$ cat src/rtl/uart_am_map.svh
// Register indices, field positions and reset values of the
// address-match and baud-select block.
// Assumes word-wide AHB-Lite access, one register per aligned word.
`ifndef UART_AM_MAP_SVH
`define UART_AM_MAP_SVH

// Register indices; byte address is four times the index
`define IDX_CTRL       10'h000
`define IDX_INT_STAT   10'h001
`define IDX_INT_MASK   10'h002
`define IDX_RX_DATA    10'h003
`define IDX_SLAVE_ADDR 10'h0A9
`define IDX_ADDR_MASK  10'h0B9

// Control word fields
`define CTRL_TX_T2     0
`define CTRL_RX_T2     1
`define CTRL_TX_GEN    2
`define CTRL_RX_GEN    3
`define CTRL_MP_EN     4
`define CTRL_MODE_LO   5
`define CTRL_MODE_HI   6

// Interrupt status and mask fields
`define INT_RX_FLAG    0
`define INT_ADDR_MISS  1

// Received data word: ninth bit sits above the byte
`define RXD_NINTH      8

// Reset values
`define RST_SLAVE_ADDR 8'h00
`define RST_ADDR_MASK  8'h00
`define RST_SEL        4'h0
`define RST_INT        2'h0
`define RST_BYTE       8'h00
`define RST_WORD       32'h0000_0000

`endif

$ cat src/rtl/uart_am_pkg.sv
// Types shared by the address-match and baud-select block.
// Assumes the constants of uart_am_map.svh for all numbers.
`default_nettype none
package uart_am_pkg;

  // Serial port operating modes
  typedef enum logic [1:0] {
    MODE_SHIFT,
    MODE_UART8,
    MODE_UART9_FIXED,
    MODE_UART9
  } serial_mode_t;

  // Complete state of the top module
  typedef struct packed {
    logic         rd_pend;
    logic         wr_pend;
    logic [9:0]   idx;
    logic [31:0]  rdata;
    logic [7:0]   slave_address_reg;
    logic [7:0]   address_mask_reg;
    logic [3:0]   sel;
    logic         multiprocessor_enable;
    serial_mode_t mode;
    logic [1:0]   int_stat;
    logic [1:0]   int_mask;
    logic [7:0]   rx_byte;
    logic         rx_ninth;
    logic         tx_tick;
    logic         rx_tick;
  } state_t;

endpackage

`default_nettype wire

$ cat src/rtl/uart_addr_match.sv
// Compares a received address byte with the given and broadcast
// addresses built from the slave address and mask registers.
// Assumes all inputs are stable in the cycle they are compared.
`timescale 1ns/1ps
`default_nettype none

module uart_addr_match (
  // Received byte
  input  wire logic [7:0] rx_byte,
  // Address registers
  input  wire logic [7:0] slave_address_reg,
  input  wire logic [7:0] address_mask_reg,
  // Match results
  output logic            given_hit,
  output logic            bcast_hit
);

  logic [7:0] bcast_addr;

  // Mask zeros are don't-care for the given address
  assign given_hit  = ((rx_byte ^ slave_address_reg) & address_mask_reg) == 8'h00;
  // Broadcast: OR of both, zeros don't-care, so ones must be ones
  assign bcast_addr = slave_address_reg | address_mask_reg;
  assign bcast_hit  = (rx_byte & bcast_addr) == bcast_addr;

endmodule

`default_nettype wire

$ cat src/rtl/uart_addr_clk_sel.sv
// UART support block: automatic slave-address recognition and
// transmit/receive baud clock source selection, AHB-Lite registers.
// Assumes frame shifter, timers and rate generator run on clock.
//
// What this block does
// - Given address: slave address bits compared only where mask is one.
// - Broadcast address is address OR mask; zero positions are don't-care.
// - Reset clears address and mask, so every address is accepted.
// - Tx clock: generator if selected, else timer 2 or timer 1.
// - Rx clock chosen the same way, independent of transmit choice.
// - Per-direction source selection applies in variable-rate modes 1 and 3.
//
// Chosen here: register access over AHB-Lite.
`timescale 1ns/1ps
`default_nettype none
`include "uart_am_map.svh"

module uart_addr_clk_sel (
  // Clock and reset
  input  wire logic        clock,
  input  wire logic        rst,
  // AHB-Lite slave
  input  wire logic        hsel,
  input  wire logic [11:0] haddr,
  input  wire logic [1:0]  htrans,
  input  wire logic        hwrite,
  input  wire logic [2:0]  hsize,
  input  wire logic [31:0] hwdata,
  input  wire logic        hready,
  output logic             hreadyout,
  output logic             hresp,
  output logic [31:0]      hrdata,
  // Baud tick sources, one-cycle enables
  input  wire logic        timer1_tick,
  input  wire logic        timer2_tick,
  input  wire logic        internal_rate_gen,
  input  wire logic        fixed_rate_tick,
  // Selected baud ticks
  output logic             tx_baud_tick,
  output logic             rx_baud_tick,
  // Frames from the shifter
  input  wire logic        rx_valid,
  input  wire logic [7:0]  rx_data,
  input  wire logic        rx_bit9,
  // Receive flag and interrupt
  output logic             receive_flag,
  output logic             irq
);

  ////////////////////////////////////////////////////////////////
  // Declarations

  uart_am_pkg::state_t st_ff;
  uart_am_pkg::state_t nxt_st;

  logic given_hit;
  logic bcast_hit;
  logic var_mode;
  logic addr_frame;
  logic accept;
  logic addr_ph;
  logic [1:0] clr_bits;

  ////////////////////////////////////////////////////////////////
  // Functions

  // Source pick shared by both directions
  function automatic logic pick_tick(
    input logic gen_sel,
    input logic t2_sel,
    input logic brg,
    input logic t2,
    input logic t1
  );
    if (gen_sel)
    begin
      pick_tick = brg;
    end
    else
    begin
      pick_tick = t2_sel ? t2 : t1;
    end
  endfunction

  // Read multiplexer; unmapped words read as zero
  function automatic logic [31:0] read_word(
    input uart_am_pkg::state_t s,
    input logic [9:0]          idx
  );
    read_word = `RST_WORD;
    unique case (idx)
      `IDX_CTRL:
      begin
        read_word[`CTRL_MODE_HI:`CTRL_MODE_LO] = s.mode;
        read_word[`CTRL_MP_EN]                 = s.multiprocessor_enable;
        read_word[`CTRL_RX_GEN:`CTRL_TX_T2]    = s.sel;
      end
      `IDX_INT_STAT:   read_word[1:0] = s.int_stat;
      `IDX_INT_MASK:   read_word[1:0] = s.int_mask;
      `IDX_RX_DATA:
      begin
        read_word[7:0]        = s.rx_byte;
        read_word[`RXD_NINTH] = s.rx_ninth;
      end
      `IDX_SLAVE_ADDR: read_word[7:0] = s.slave_address_reg;
      `IDX_ADDR_MASK:  read_word[7:0] = s.address_mask_reg;
      default:         read_word = `RST_WORD;
    endcase
  endfunction

  ////////////////////////////////////////////////////////////////
  // Address comparison

  uart_addr_match u_match (
    .rx_byte           (rx_data),
    .slave_address_reg (st_ff.slave_address_reg),
    .address_mask_reg  (st_ff.address_mask_reg),
    .given_hit         (given_hit),
    .bcast_hit         (bcast_hit)
  );

  // Frame qualification
  assign var_mode   = st_ff.mode == uart_am_pkg::MODE_UART8
                   || st_ff.mode == uart_am_pkg::MODE_UART9;
  // Ninth bit (stop bit in mode 1) marks an address frame
  assign addr_frame = st_ff.multiprocessor_enable && rx_bit9
                   && st_ff.mode != uart_am_pkg::MODE_SHIFT;
  assign accept     = !addr_frame || given_hit || bcast_hit;

  // Bus address phase accepted
  assign addr_ph = hsel && htrans[1] && hready;

  // Write-one-to-clear bits of this data phase
  assign clr_bits = (st_ff.wr_pend && st_ff.idx == `IDX_INT_STAT) ? hwdata[1:0] : 2'h0;

  ////////////////////////////////////////////////////////////////
  // Next state

  // Reads take one wait state so read data leave a flop
  always_comb
  begin
    nxt_st = st_ff;
    // Bus phases
    nxt_st.wr_pend = 1'b0;
    if (st_ff.rd_pend)
    begin
      nxt_st.rd_pend = 1'b0;
      nxt_st.rdata   = read_word(st_ff, st_ff.idx);
    end
    else if (addr_ph)
    begin
      nxt_st.idx     = haddr[11:2];
      nxt_st.wr_pend = hwrite;
      nxt_st.rd_pend = !hwrite;
    end
    // Register writes in the data phase
    if (st_ff.wr_pend)
    begin
      unique case (st_ff.idx)
        `IDX_CTRL:
        begin
          nxt_st.sel                   = hwdata[`CTRL_RX_GEN:`CTRL_TX_T2];
          nxt_st.multiprocessor_enable = hwdata[`CTRL_MP_EN];
          nxt_st.mode                  =
            uart_am_pkg::serial_mode_t'(hwdata[`CTRL_MODE_HI:`CTRL_MODE_LO]);
        end
        `IDX_INT_MASK:   nxt_st.int_mask          = hwdata[1:0];
        `IDX_SLAVE_ADDR: nxt_st.slave_address_reg = hwdata[7:0];
        `IDX_ADDR_MASK:  nxt_st.address_mask_reg  = hwdata[7:0];
        default:         nxt_st.int_mask          = st_ff.int_mask;
      endcase
    end
    // Sticky events; a set in the clearing cycle wins
    nxt_st.int_stat = st_ff.int_stat & ~clr_bits;
    if (rx_valid && accept)
    begin
      nxt_st.int_stat[`INT_RX_FLAG] = 1'b1;
      nxt_st.rx_byte                = rx_data;
      nxt_st.rx_ninth               = rx_bit9;
    end
    if (rx_valid && !accept)
    begin
      nxt_st.int_stat[`INT_ADDR_MISS] = 1'b1;
    end
    // Baud tick steering; fixed-rate modes bypass the selection
    if (var_mode)
    begin
      nxt_st.tx_tick = pick_tick(st_ff.sel[`CTRL_TX_GEN], st_ff.sel[`CTRL_TX_T2],
                                 internal_rate_gen, timer2_tick, timer1_tick);
      nxt_st.rx_tick = pick_tick(st_ff.sel[`CTRL_RX_GEN], st_ff.sel[`CTRL_RX_T2],
                                 internal_rate_gen, timer2_tick, timer1_tick);
    end
    else
    begin
      nxt_st.tx_tick = fixed_rate_tick;
      nxt_st.rx_tick = fixed_rate_tick;
    end
  end

  ////////////////////////////////////////////////////////////////
  // State register

  // Cleared address and mask make every address a hit
  always_ff @(posedge clock or posedge rst)
  begin
    if (rst)
    begin
      st_ff.rd_pend               <= 1'b0;
      st_ff.wr_pend               <= 1'b0;
      st_ff.idx                   <= 10'h000;
      st_ff.rdata                 <= `RST_WORD;
      st_ff.slave_address_reg     <= `RST_SLAVE_ADDR;
      st_ff.address_mask_reg      <= `RST_ADDR_MASK;
      st_ff.sel                   <= `RST_SEL;
      st_ff.multiprocessor_enable <= 1'b0;
      st_ff.mode                  <= uart_am_pkg::MODE_SHIFT;
      st_ff.int_stat              <= `RST_INT;
      st_ff.int_mask              <= `RST_INT;
      st_ff.rx_byte               <= `RST_BYTE;
      st_ff.rx_ninth              <= 1'b0;
      st_ff.tx_tick               <= 1'b0;
      st_ff.rx_tick               <= 1'b0;
    end
    else
    begin
      st_ff <= nxt_st;
    end
  end

  ////////////////////////////////////////////////////////////////
  // Outputs

  // Bus answer; always OKAY
  assign hreadyout    = !st_ff.rd_pend;
  assign hresp        = 1'b0;
  assign hrdata       = st_ff.rdata;
  // Ticks lag their source by one cycle
  assign tx_baud_tick = st_ff.tx_tick;
  assign rx_baud_tick = st_ff.rx_tick;
  // Flag and level interrupt
  assign receive_flag = st_ff.int_stat[`INT_RX_FLAG];
  assign irq          = |(st_ff.int_stat & st_ff.int_mask);

  ////////////////////////////////////////////////////////////////
  // Assertions

  // Given-address hit on an address frame raises the flag
  AST_GIVEN_HIT: assert property (
    @(posedge clock) disable iff (rst)
    rx_valid && addr_frame
      && ((rx_data ^ st_ff.slave_address_reg) & st_ff.address_mask_reg) == 8'h00
    |=> receive_flag && st_ff.rx_byte == $past(rx_data))
  else $error("given address hit did not raise the flag");

  // All-ones byte always matches the broadcast address
  AST_BCAST_HIT: assert property (
    @(posedge clock) disable iff (rst)
    rx_valid && addr_frame && rx_data == 8'hFF
    |=> receive_flag
        && (!st_ff.int_stat[`INT_ADDR_MISS] || $past(st_ff.int_stat[`INT_ADDR_MISS])))
  else $error("broadcast byte was rejected");

  // Address registers and receive flag are clear after reset
  AST_RESET_CLEAR: assert property (
    @(posedge clock) disable iff (rst)
    $past(rst) |-> st_ff.slave_address_reg == 8'h00
               && st_ff.address_mask_reg == 8'h00 && !receive_flag)
  else $error("address registers not cleared by reset");

  // Transmit tick follows timer 2 when timer 2 is selected
  AST_TX_SELECT: assert property (
    @(posedge clock) disable iff (rst)
    var_mode && !st_ff.sel[`CTRL_TX_GEN] && st_ff.sel[`CTRL_TX_T2]
    |=> tx_baud_tick == $past(timer2_tick))
  else $error("transmit tick not from timer 2");

  // Receive tick follows the generator, whatever transmit picks
  AST_RX_SELECT: assert property (
    @(posedge clock) disable iff (rst)
    var_mode && st_ff.sel[`CTRL_RX_GEN]
    |=> rx_baud_tick == $past(internal_rate_gen))
  else $error("receive tick not from rate generator");

  // Fixed-rate modes ignore the selection bits
  AST_FIXED_MODE: assert property (
    @(posedge clock) disable iff (rst)
    (st_ff.mode == uart_am_pkg::MODE_SHIFT || st_ff.mode == uart_am_pkg::MODE_UART9_FIXED)
    |=> tx_baud_tick == $past(fixed_rate_tick) && rx_baud_tick == $past(fixed_rate_tick))
  else $error("fixed mode tick not from fixed source");

  // Unmatched address frame sets only the miss flag
  AST_MISS_IGNORED: assert property (
    @(posedge clock) disable iff (rst)
    rx_valid && addr_frame && !given_hit && !bcast_hit
    |=> !$rose(receive_flag) && st_ff.int_stat[`INT_ADDR_MISS])
  else $error("unmatched address frame raised the flag");

  // Read answer comes exactly two cycles after the address phase, one wait state
  AST_READ_WAIT: assert property (
    @(posedge clock) disable iff (rst)
    addr_ph && !hwrite && hreadyout |=> !hreadyout ##1 hreadyout)
  else $error("read wait state is not one cycle");

  // Given hit equals a bitwise compare of the masked fields
  AST_GIVEN_FORM: assert property (
    @(posedge clock) disable iff (rst)
    given_hit == ((rx_data & st_ff.address_mask_reg)
                  == (st_ff.slave_address_reg & st_ff.address_mask_reg)))
  else $error("given address compare is wrong");

  // Broadcast hit needs a one wherever address or mask has one
  AST_BCAST_FORM: assert property (
    @(posedge clock) disable iff (rst)
    bcast_hit == ((~rx_data & (st_ff.slave_address_reg | st_ff.address_mask_reg)) == 8'h00))
  else $error("broadcast address compare is wrong");

  // Cleared registers make any frame a hit
  AST_ANY_ADDR: assert property (
    @(posedge clock) disable iff (rst)
    rx_valid && st_ff.slave_address_reg == 8'h00 && st_ff.address_mask_reg == 8'h00
    |=> receive_flag)
  else $error("cleared address registers rejected a frame");

  // Transmit tick follows the generator when it is selected
  AST_TX_GEN: assert property (
    @(posedge clock) disable iff (rst)
    var_mode && st_ff.sel[`CTRL_TX_GEN]
    |=> tx_baud_tick == $past(internal_rate_gen))
  else $error("transmit tick not from rate generator");

  // Receive tick follows its timer when the generator is off
  AST_RX_TIMER: assert property (
    @(posedge clock) disable iff (rst)
    var_mode && !st_ff.sel[`CTRL_RX_GEN]
    |=> rx_baud_tick == ($past(st_ff.sel[`CTRL_RX_T2]) ? $past(timer2_tick)
                                                      : $past(timer1_tick)))
  else $error("receive tick not from selected timer");

  // Data frames are always taken, address matching aside
  AST_DATA_FRAME: assert property (
    @(posedge clock) disable iff (rst)
    rx_valid && !addr_frame
    |=> receive_flag && st_ff.rx_byte == $past(rx_data))
  else $error("data frame was not taken");

  // A missed address frame leaves the data register alone
  AST_MISS_NO_LOAD: assert property (
    @(posedge clock) disable iff (rst)
    rx_valid && !accept
    |=> $stable(st_ff.rx_byte) && $stable(st_ff.rx_ninth))
  else $error("missed address frame loaded data");

endmodule

`default_nettype wire

$ cat config.mk
export PLATFORM = sky130hd
export DESIGN_NAME = uart_addr_clk_sel
export DESIGN_NICKNAME = d
export VERILOG_FILES = /design/src/rtl/uart_am_pkg.sv /design/src/rtl/uart_addr_match.sv /design/src/rtl/uart_addr_clk_sel.sv
export VERILOG_INCLUDE_DIRS = /design/src /design/src/rtl
export SDC_FILE = /design/constraint.sdc
export NUM_CORES = 1
export LEC_CHECK = 0
export BUFFER_PORTS_ARGS = -buffer_cell sky130_fd_sc_hd__buf_2
export CAP_MARGIN = 20
export CORE_MARGIN = 5
export CORE_UTILIZATION = 45
export CTS_CLUSTER_SIZE = 25
export DETAILED_ROUTE_END_ITERATION = 10
export PLACE_DENSITY = 0.73
export SYNTH_ARGS = -nofsm -noshare
export SYNTH_HDL_FRONTEND = slang
export SYNTH_HIERARCHICAL = 1
export SYNTH_SLANG_ARGS = --single-unit
$ cat constraint.sdc
create_clock -name clock -period 2.6 [get_ports clock]
set_input_delay 0.13 -clock clock [delete_from_list [all_inputs] [get_ports clock]]
set_output_delay 0.13 -clock clock [all_outputs]
set_load 0.01 [all_outputs]
==> impl_metrics.py, run 1 <==
metrics = {
    "outcome": {
        "status": "complete, no violations",
    },
    "place": {
        "place_congestion": 0.870,
        "post_dp_cell_area_um2": 3290,
        "dp_worst_setup_slack_ps": 353,
        "hpwl_um": 5070,
        "io_buffers": 51,
    },
    "finish": {
        "antenna_cells": 0,
        "design_area_um2": 3500,
        "multi_input_area_um2": 1390,
        "nFillCells": 636,
        "seq_area_um2": 1480,
        "layout.cells.most_common": "dfrtp_1",
        "final_cell_mix": "59 x dfrtp_1, 51 x buf_2, 46 x mux2_2",
        "drive_above_1_share": 0.422,
        "syn2layout_area_growth_pct": 12.1,
        "final_nets": 372,
    },
    "clock_network": {
        "insertion_delay_ps": 340,
        "cts_sinks": 59,
        "cts_resized": 0,
        "htreeDepth": 3,
        "post-cts-setup-buffers": 0,
        "path_clk_slew_ps": 60,
        "cts_buffer_depth": 2,
        "cts_inserted_buffers": 9,
        "cts_tree": "done",
        "clockRootBuffer": "clkbuf_8",
    },
    "grt": {
        "grt_pass1_wl_um": 10700,
        "grt-busiest-layer": "met2",
        "grt.overflow.total": 0,
        "grtUsageMet1": 0.210,
        "grtUsageTotal": 0.164,
        "grt_pass1_vias": 2094,
        "grt_max_degree": 27,
        "grt.met3_usage": 0.0442,
        "antenna_found_initial": 0,
        "grtUsageMet2": 0.258,
    },
    "power": {
        "p_per_area_nw_per_um2": 623,
        "irDropWorstVdd_mv": 0.373,
        "combPwrFrac": 0.161,
        "swShare": 0.272,
        "p_leak_nw": 1.68,
        "p_int_w": 0.00159,
        "seqPwrFrac": 0.496,
        "power_switching_w": 0.000592,
        "clkPwrFrac": 0.343,
        "total_power_w": 0.00218,
    },
    "logic_synthesis": {
        "synth.distinct_cells": 46,
        "yosysTopAreaCell": "dfrtp_1",
        "yosys.area.top_type_share": 0.474,
        "syn_avg_cell_area_um2": 12.4,
        "syn_inst": 252,
        "ys.warnings.count": 6,
        "async_reset_ff_frac": 1.00,
        "synthTopCellsByArea": "dfrtp_1 47%, mux2_2 17%, buf_4 7.9%",
        "synth_edf_count": 0,
        "seq_area_frac_synth": 0.474,
        "synth_ff_type": "dfrtp_1",
        "syn_area_um2": 3120,
        "ys_ff_latch": 59,
    },
    "job": {
        "maxCapViolCount": 0,
    },
    "sta": {
        "max_freq_mhz": 446,
        "setup_tns_ps": 0,
        "setup_slack_ps": 356,
        "finalMaxSlewViolations": 0,
        "worstMarginPinSlew_ps": 556,
        "setup_violations": 0,
        "timing.final.crit_share": 0.863,
        "holdWs_ps": 18.5,
        "period_minus_slack_ps": 2240,
        "fin_skew_ps": 8.30,
        "rsz0062_at_grt": "false",
        "slew_headroom": 0.628,
        "finalHoldViolCount": 0,
    },
    "die": {
        "die_x_um": 93.2,
        "rows": 30,
        "boundaryPins": 106,
        "initial_core_util": 0.461,
        "dieHeight_um": 93.2,
        "dieArea_um2": 8690,
        "core_um2": 6760,
    },
    "detailed_routing": {
        "vias_per_cell": 5.30,
        "route.detailed.drc": 0,
        "dr_total_vias": 2057,
        "drt_iter0_drc": 83,
        "drtAntennaViolNets": 0,
        "wl_per_cell_um": 16.9,
        "dr.pass1.iters": 4,
        "wl_um": 6550,
    },
    "worst_setup_path": {
        "cp-start-kind": "register",
        "cp.required_ps": 2820,
        "worstPathArrival_ps": 2460,
        "crit_cells": 7,
        "crit_slowest_cell": "dfrtp_1",
        "end_kind": "register",
        "cp.buffers_inverters": 1,
        "r2r_setup_slack_ps": 360,
        "r2r_cells": 7,
        "cp_max_fo": 7,
        "max_stage_delay_ps": 410,
        "crit_family": "simple AND/OR/NAND/NOR gates",
        "critPathKind": "reg -> reg",
        "crit_path_cell_trace": "xor2_1 -> a22oi_1 -> and4_1 -> nor4_1 -> nand2b_1 -> buf_12 -> mux2_2",
    },
    "min_path": {
        "hp-class": "in -> reg",
        "holdPathStages": 3,
    },
}
## registers in the layout, summed over array words and instances, names as in the netlist
register,flops
rx_baud_tick,1
st_ff,47
hrdata,9
tx_baud_tick,1
receive_flag,1
## metal layers
layer	vias up	routed length (um)
li1	966	-
met1	1011	2920
met2	69	3060
met3	11	450
met4	0	128
met5	-	0
## logic make-up (layout without fill, tap and decap cells)
family	Yosys count	after routing	share of synthesized area
AND/OR/NAND/NOR	42	42	0.0915
AO/OA/AOI/OAI	41	41	0.102
XOR/XNOR	8	8	0.0225
multiplexers	56	56	0.202
buffers and inverters	45	78	0.107
other	1	24	0.00120
flip-flops	59	59	0.474
## synth_stat cells (all sizes together) (3+ instances only)
cell type / count
mux2i: 9
buf: 38
o22a: 5
a22oi: 11
nor4: 3
xor2: 8
nand2: 10
mux2: 46
o21bai: 3
inv: 4
o21ai: 5
o2bb2ai: 7
nor2: 9
dfrtp: 59
nand4: 4
## metrics by stage
stage / utilization / cells
2_1_floorplan: - / 275
3_3_place_gp: 0.486 / 370
3_5_place_dp: 0.486 / 370
4_1_cts: 0.517 / 388
5_1_grt: 0.517 / 388
6_report: 0.517 / 388
## power by group through the flow
stage | Clock (W) | Sequential, W | Combinational, W
finish | 0.000747 | 0.00108 | 0.000350
global route | 0.000809 | 0.00109 | 0.000384
CTS | 0.000769 | 0.00108 | 0.000350
detailed placement | 0 | 0.00110 | 0.000346
global placement | 0 | 0.00109 | 0.000337
floorplan | 0 | 0.00107 | 0.000307
## path summary, 6_finish.rpt
check	from	endpoint
max in group asynchronous	rst	st_ff[81]
hold reg to reg	hrdata[4]	hrdata[4]
setup / recovery	st_ff[36]	st_ff[5]
setup reg to reg	st_ff[36]	st_ff[5]
min in group asynchronous	rst	st_ff[4]
hold / removal	fixed_rate_tick	rx_baud_tick
## worst register-to-register path: stages (launching register included)
cell      delay [ps]
dfrtp_1          410
xor2_1           170
a22oi_1          120
and4_1           220
nor4_1           410
nand2b_1         320
buf_12           170
mux2_2           320
## layout make-up
cell class | instances | share of cell area
clock buffers | 13 | 0.0483
clock inverters | 2 | 0.00286
inverters | 5 | 0.00537
multi-input cells | 171 | 0.399
flip-flops and latches | 59 | 0.422
well taps | 80 | 0.0286
repair buffers | 58 | 0.0938
## timing repair
item,4_1_cts,5_1_grt
endpoints found under the setup margin,0,0
hold endpoints to repair,27,0
hold buffers,3,0
Note: power is estimated with default switching activity, not from simulation.
==> inputs of run 2 (changes only) <==
Settings changed: PLACE_DENSITY 0.73 to 0.78.
==> run 2 against run 1 <==
  * The flow now finishes with violations (negative hold slack)
  * Worst setup slack worse by 88 ps
  * Worst hold slack worse by 28 ps
  * Design area up 0.93%
  * Fmax down 3.8%
  * Register-to-register slack worse by 90 ps
  * Largest power group unchanged
  * Die area unchanged
  * Largest cell class unchanged
==> impl_metrics.py, run 2 (synthesis results as in run 1) <==
metrics = {
    "detailed_routing": {
        "wl_um": 6700,
        "drtAntennaViolNets": 0,
        "drt_iter0_drc": 79,
        "dr.pass1.iters": 4,
        "vias_per_cell": 5.30,
        "route.detailed.drc": 0,
        "wl_per_cell_um": 17.3,
        "dr_total_vias": 2051,
    },
    "power": {
        "p_per_area_nw_per_um2": 692,
        "clkPwrFrac": 0.416,
        "p_leak_nw": 1.69,
        "irDropWorstVdd_mv": 0.323,
        "p_int_w": 0.00182,
        "swShare": 0.253,
        "power_switching_w": 0.000619,
        "combPwrFrac": 0.141,
        "seqPwrFrac": 0.443,
    },
    "worst_setup_path": {
        "cp-start-kind": "register",
        "r2r_setup_slack_ps": 270,
        "end_kind": "register",
        "reg2reg_to": "st_ff[9]",
        "crit_start": "st_ff[36]",
        "cp.required_ps": 2820,
        "r2r_start": "st_ff[36]",
        "critPathKind": "reg -> reg",
        "r2r_cells": 7,
        "cp-endpoint": "st_ff[9]",
        "cp_max_fo": 7,
        "worstPathArrival_ps": 2550,
    },
    "sta": {
        "finalHoldViolCount": 12,
        "worstMarginPinSlew_ps": 734,
        "period_minus_slack_ps": 2330,
        "setup_violations": 0,
        "rsz0062_at_grt": "false",
        "timing.final.crit_share": 0.897,
        "max_freq_mhz": 429,
        "setup_tns_ps": 0,
        "holdWs_ps": -9.05,
        "finalMaxSlewViolations": 0,
        "fin_skew_ps": 8.99,
        "slew_headroom": 0.511,
    },
    "clock_network": {
        "cts_inserted_buffers": 9,
        "clockRootBuffer": "clkbuf_8",
        "htreeDepth": 3,
        "insertion_delay_ps": 340,
        "cts_sinks": 59,
        "cts_resized": 0,
        "cts_tree": "done",
        "path_clk_slew_ps": 70,
        "cts_buffer_depth": 2,
    },
    "grt": {
        "grt_max_degree": 60,
        "grtUsageTotal": 0.163,
        "grt_pass1_wl_um": 10800,
        "antenna_found_initial": 0,
        "grt.overflow.total": 0,
        "grt_pass1_vias": 2139,
    },
    "finish": {
        "layout.cells.most_common": "dfrtp_1",
        "final_cell_mix": "59 x dfrtp_1, 51 x buf_2, 46 x mux2_2",
        "final_nets": 370,
        "multi_input_area_um2": 1390,
        "largest_register_ffs": 47,
        "fin_cells": 387,
        "drive_above_1_share": 0.423,
        "antenna_cells": 0,
        "largest-register": "st_ff",
        "nFillCells": 588,
        "syn2layout_area_growth_pct": 13.2,
        "seq_area_um2": 1480,
    },
    "job": {
        "maxCapViolCount": 0,
    },
    "die": {
        "initial_core_util": 0.461,
        "dieHeight_um": 93.2,
        "core_um2": 6760,
        "boundaryPins": 106,
        "die_x_um": 93.2,
        "rows": 30,
        "dieArea_um2": 8690,
    },
    "outcome": {
        "status": "finished with violations",
        "violations": "negative hold slack",
    },
    "place": {
        "hpwl_um": 4910,
        "io_buffers": 51,
        "placedCellCount": 369,
        "place_congestion": 0.852,
    },
    "min_path": {
        "hp-class": "in -> async",
    },
}
## run 2: worst min path at each step
stage	endpoint	cells after the start	start	slack, ps
6_report	st_ff[73]	3	rst	-9
5_1_grt	st_ff[77]	2	haddr[9]	20
4_1_cts	st_ff[73]	2	haddr[5]	8
3_5_place_dp	st_ff[81]	2	hwrite	310
3_3_place_gp	st_ff[81]	2	hwrite	300
2_1_floorplan	st_ff[81]	1	hwrite	200
## run 2: critical path, cell delays in order, from the launching register on
cell,delay (ps)
dfrtp_1,410
xor2_1,180
a22oi_1,120
and4_1,220
nor4_1,440
nand2b_1,280
buf_4,210
mux2_2,340
## run 2: area by class of cell
cell class              count  area share
repair buffers             56      0.0844
clock buffers              11      0.0401
flip-flops and latches     59       0.418
clock inverters             5      0.0284
well taps                  80      0.0284
inverters                   5     0.00532
multi-input cells         171       0.395
## run 2: repair_timing
item                      4_1_cts  5_1_grt
hold buffers                    2        0
hold endpoints to repair        2        0
buffers inserted                0        0
## run 2: power by group through the flow
stage	logic (W)	registers, W	clock network [W]
after floorplan	0.000307	0.00107	0
after CTS	0.000344	0.00108	0.00103
after detailed placement	0.000339	0.00110	0
after global placement	0.000331	0.00109	0
after global routing	0.000376	0.00109	0.00107
final	0.000344	0.00108	0.00102
## run 2: through the flow
stage	cell area [um^2]	utilization	power (W)	setup WS [ps]
3_3_place_gp	3270	0.484	0.00142	313
2_1_floorplan	3200	-	0.00138	711
6_report	3530	0.522	0.00244	269
5_1_grt	3530	0.522	0.00254	119
3_5_place_dp	3270	0.484	0.00144	316
4_1_cts	3530	0.522	0.00246	288
## run 2: metal layers
metal	track usage	vias up	wire, um
li1	-	959	-
met3	0.0322	13	387
met1	0.214	1004	3000
met5	0	-	0
met4	0.0952	0	160
met2	0.251	75	3150
==> inputs of run 3 (changes only) <==
Settings changed: GPL_ROUTABILITY_DRIVEN set to 1, REMOVE_ABC_BUFFERS set to 1.
==> run 3 against run 2 <==
  * The run still ends with negative hold slack left
  * First-iteration DRC count rose by 110%
  * Sequential cell count did not move
  * Sequential power barely moved
  * Utilization fell by 0.70 points
  * Critical path type unchanged
==> impl_metrics.py, run 3 (synthesis results as in run 1) <==
metrics = {
    "detailed_routing": {
        "dr.pass1.iters": 4,
        "wl_um": 6660,
        "vias_per_cell": 5.42,
        "dr_total_vias": 2092,
        "route.detailed.drc": 0,
        "wl_per_cell_um": 17.3,
        "drtAntennaViolNets": 0,
        "drt_iter0_drc": 164,
    },
    "clock_network": {
        "path_clk_slew_ps": 70,
        "cts_tree": "done",
        "cts_sinks": 59,
        "cts_inserted_buffers": 9,
        "cts_resized": 0,
        "cts_buffer_depth": 2,
        "insertion_delay_ps": 340,
        "clockRootBuffer": "clkbuf_8",
        "htreeDepth": 3,
    },
    "worst_setup_path": {
        "critPathKind": "reg -> reg",
        "crit_slowest_cell": "dfrtp_1",
        "worstPathArrival_ps": 2410,
        "cp.required_ps": 2830,
        "crit_start": "st_ff[32]",
        "r2r_start": "st_ff[32]",
        "crit_path_cell_trace": "xor2_1 -> a22oi_1 -> and4_1 -> nor4_1 -> nand2b_1 -> buf_4 -> mux2_2",
        "cp-start-kind": "register",
        "max_stage_delay_ps": 410,
        "end_kind": "register",
        "r2r_cells": 7,
        "cp_max_fo": 8,
    },
    "finish": {
        "layout.cells.most_common": "dfrtp_1",
        "final_nets": 370,
        "largest_register_ffs": 47,
        "nFillCells": 605,
        "antenna_cells": 0,
        "seq_area_um2": 1480,
        "drive_above_1_share": 0.418,
        "final_cell_mix": "59 x dfrtp_1, 51 x buf_2, 46 x mux2_2",
        "largest-register": "st_ff",
        "syn2layout_area_growth_pct": 11.6,
        "multi_input_area_um2": 1390,
        "fin_cells": 386,
    },
    "outcome": {
        "violations": "negative hold slack",
        "status": "finished with violations",
    },
    "sta": {
        "period_minus_slack_ps": 2180,
        "rsz0062_at_grt": "false",
        "worstMarginPinSlew_ps": 726,
        "finalHoldViolCount": 22,
        "holdWs_ps": -29.2,
        "setup_tns_ps": 0,
        "setup_violations": 0,
        "timing.final.crit_share": 0.840,
        "fin_skew_ps": 6.02,
        "finalMaxSlewViolations": 0,
        "max_freq_mhz": 458,
        "slew_headroom": 0.516,
    },
    "die": {
        "rows": 30,
        "boundaryPins": 106,
        "dieHeight_um": 93.2,
        "core_um2": 6760,
        "die_x_um": 93.2,
        "dieArea_um2": 8690,
        "initial_core_util": 0.461,
    },
    "place": {
        "hpwl_um": 4870,
        "placedCellCount": 369,
        "place_congestion": 0.854,
        "io_buffers": 51,
    },
    "power": {
        "p_leak_nw": 1.67,
        "p_per_area_nw_per_um2": 650,
        "total_power_w": 0.00226,
        "irDropWorstVdd_mv": 0.293,
    },
    "grt": {
        "grt.overflow.total": 0,
        "grt_pass1_vias": 2130,
        "grtUsageTotal": 0.162,
        "grt_pass1_wl_um": 10600,
        "grt_max_degree": 60,
        "antenna_found_initial": 1,
    },
    "job": {
        "maxCapViolCount": 0,
    },
    "min_path": {
        "hp-class": "in -> async",
    },
}
run 3: cell count changes in the layout (fill, tap and decap cells not counted):
cell | previous run | this run
clkbuf_8 | 10 | 11
clkinv_2 | 2 | 1
clkbuf_1 | 1 | 2
bufinv_16 | 3 | 1
run 3: routing by layer:
metal  GRT usage  routed length (um)
met5           0                   7
met4      0.0623                  92
met3      0.0579                 555
met2       0.261                3260
met1       0.198                2750
run 3: path summary, 6_finish.rpt:
path,end,slack (ps)
worst max-delay path,st_ff[8],420
worst min-delay path,st_ff[81],-30
worst max register to register,st_ff[8],420
worst min register to register,hrdata[4],490
max in group asynchronous,receive_flag,2130
min in group clock,st_ff[72],10
run 3: layout make-up:
type / instances / share of cell area
Sequential cell: 59 / 0.424
Clock inverter: 2 / 0.0101
Inverter: 5 / 0.00539
Clock buffer: 13 / 0.0457
Timing Repair Buffer: 56 / 0.0856
Multi-Input combinational cell: 171 / 0.400
Tap cell: 80 / 0.0288
run 3: worst max-delay path: cells and delay by family, from the launching register on:
| kind | cells | cell delay, ps |
|---|---|---|
| compound gates | 1 | 120 |
| mux | 1 | 340 |
| flops | 1 | 410 |
| xor+xnor | 1 | 190 |
| simple gates | 3 | 810 |
| buf+inv | 1 | 200 |
run 3: power breakdown:
group          internal, W  switching, W
clock             0.000489      0.000348
combinational     0.000169      0.000174
sequential        0.000996     0.0000873
total              0.00165      0.000609
run 3: through the flow:
step,instance area (um^2),utilization,worst slack [ps]
after CTS,3480,0.515,412
after floorplan,2890,-,662
after global placement,3270,0.484,419
after detailed placement,3270,0.484,425
final,3480,0.515,415
after global routing,3480,0.515,307
run 3: repair_timing:
item,4_1_cts,5_1_grt
setup buffers,0,0
hold endpoints to repair,3,0
hold buffers,2,0
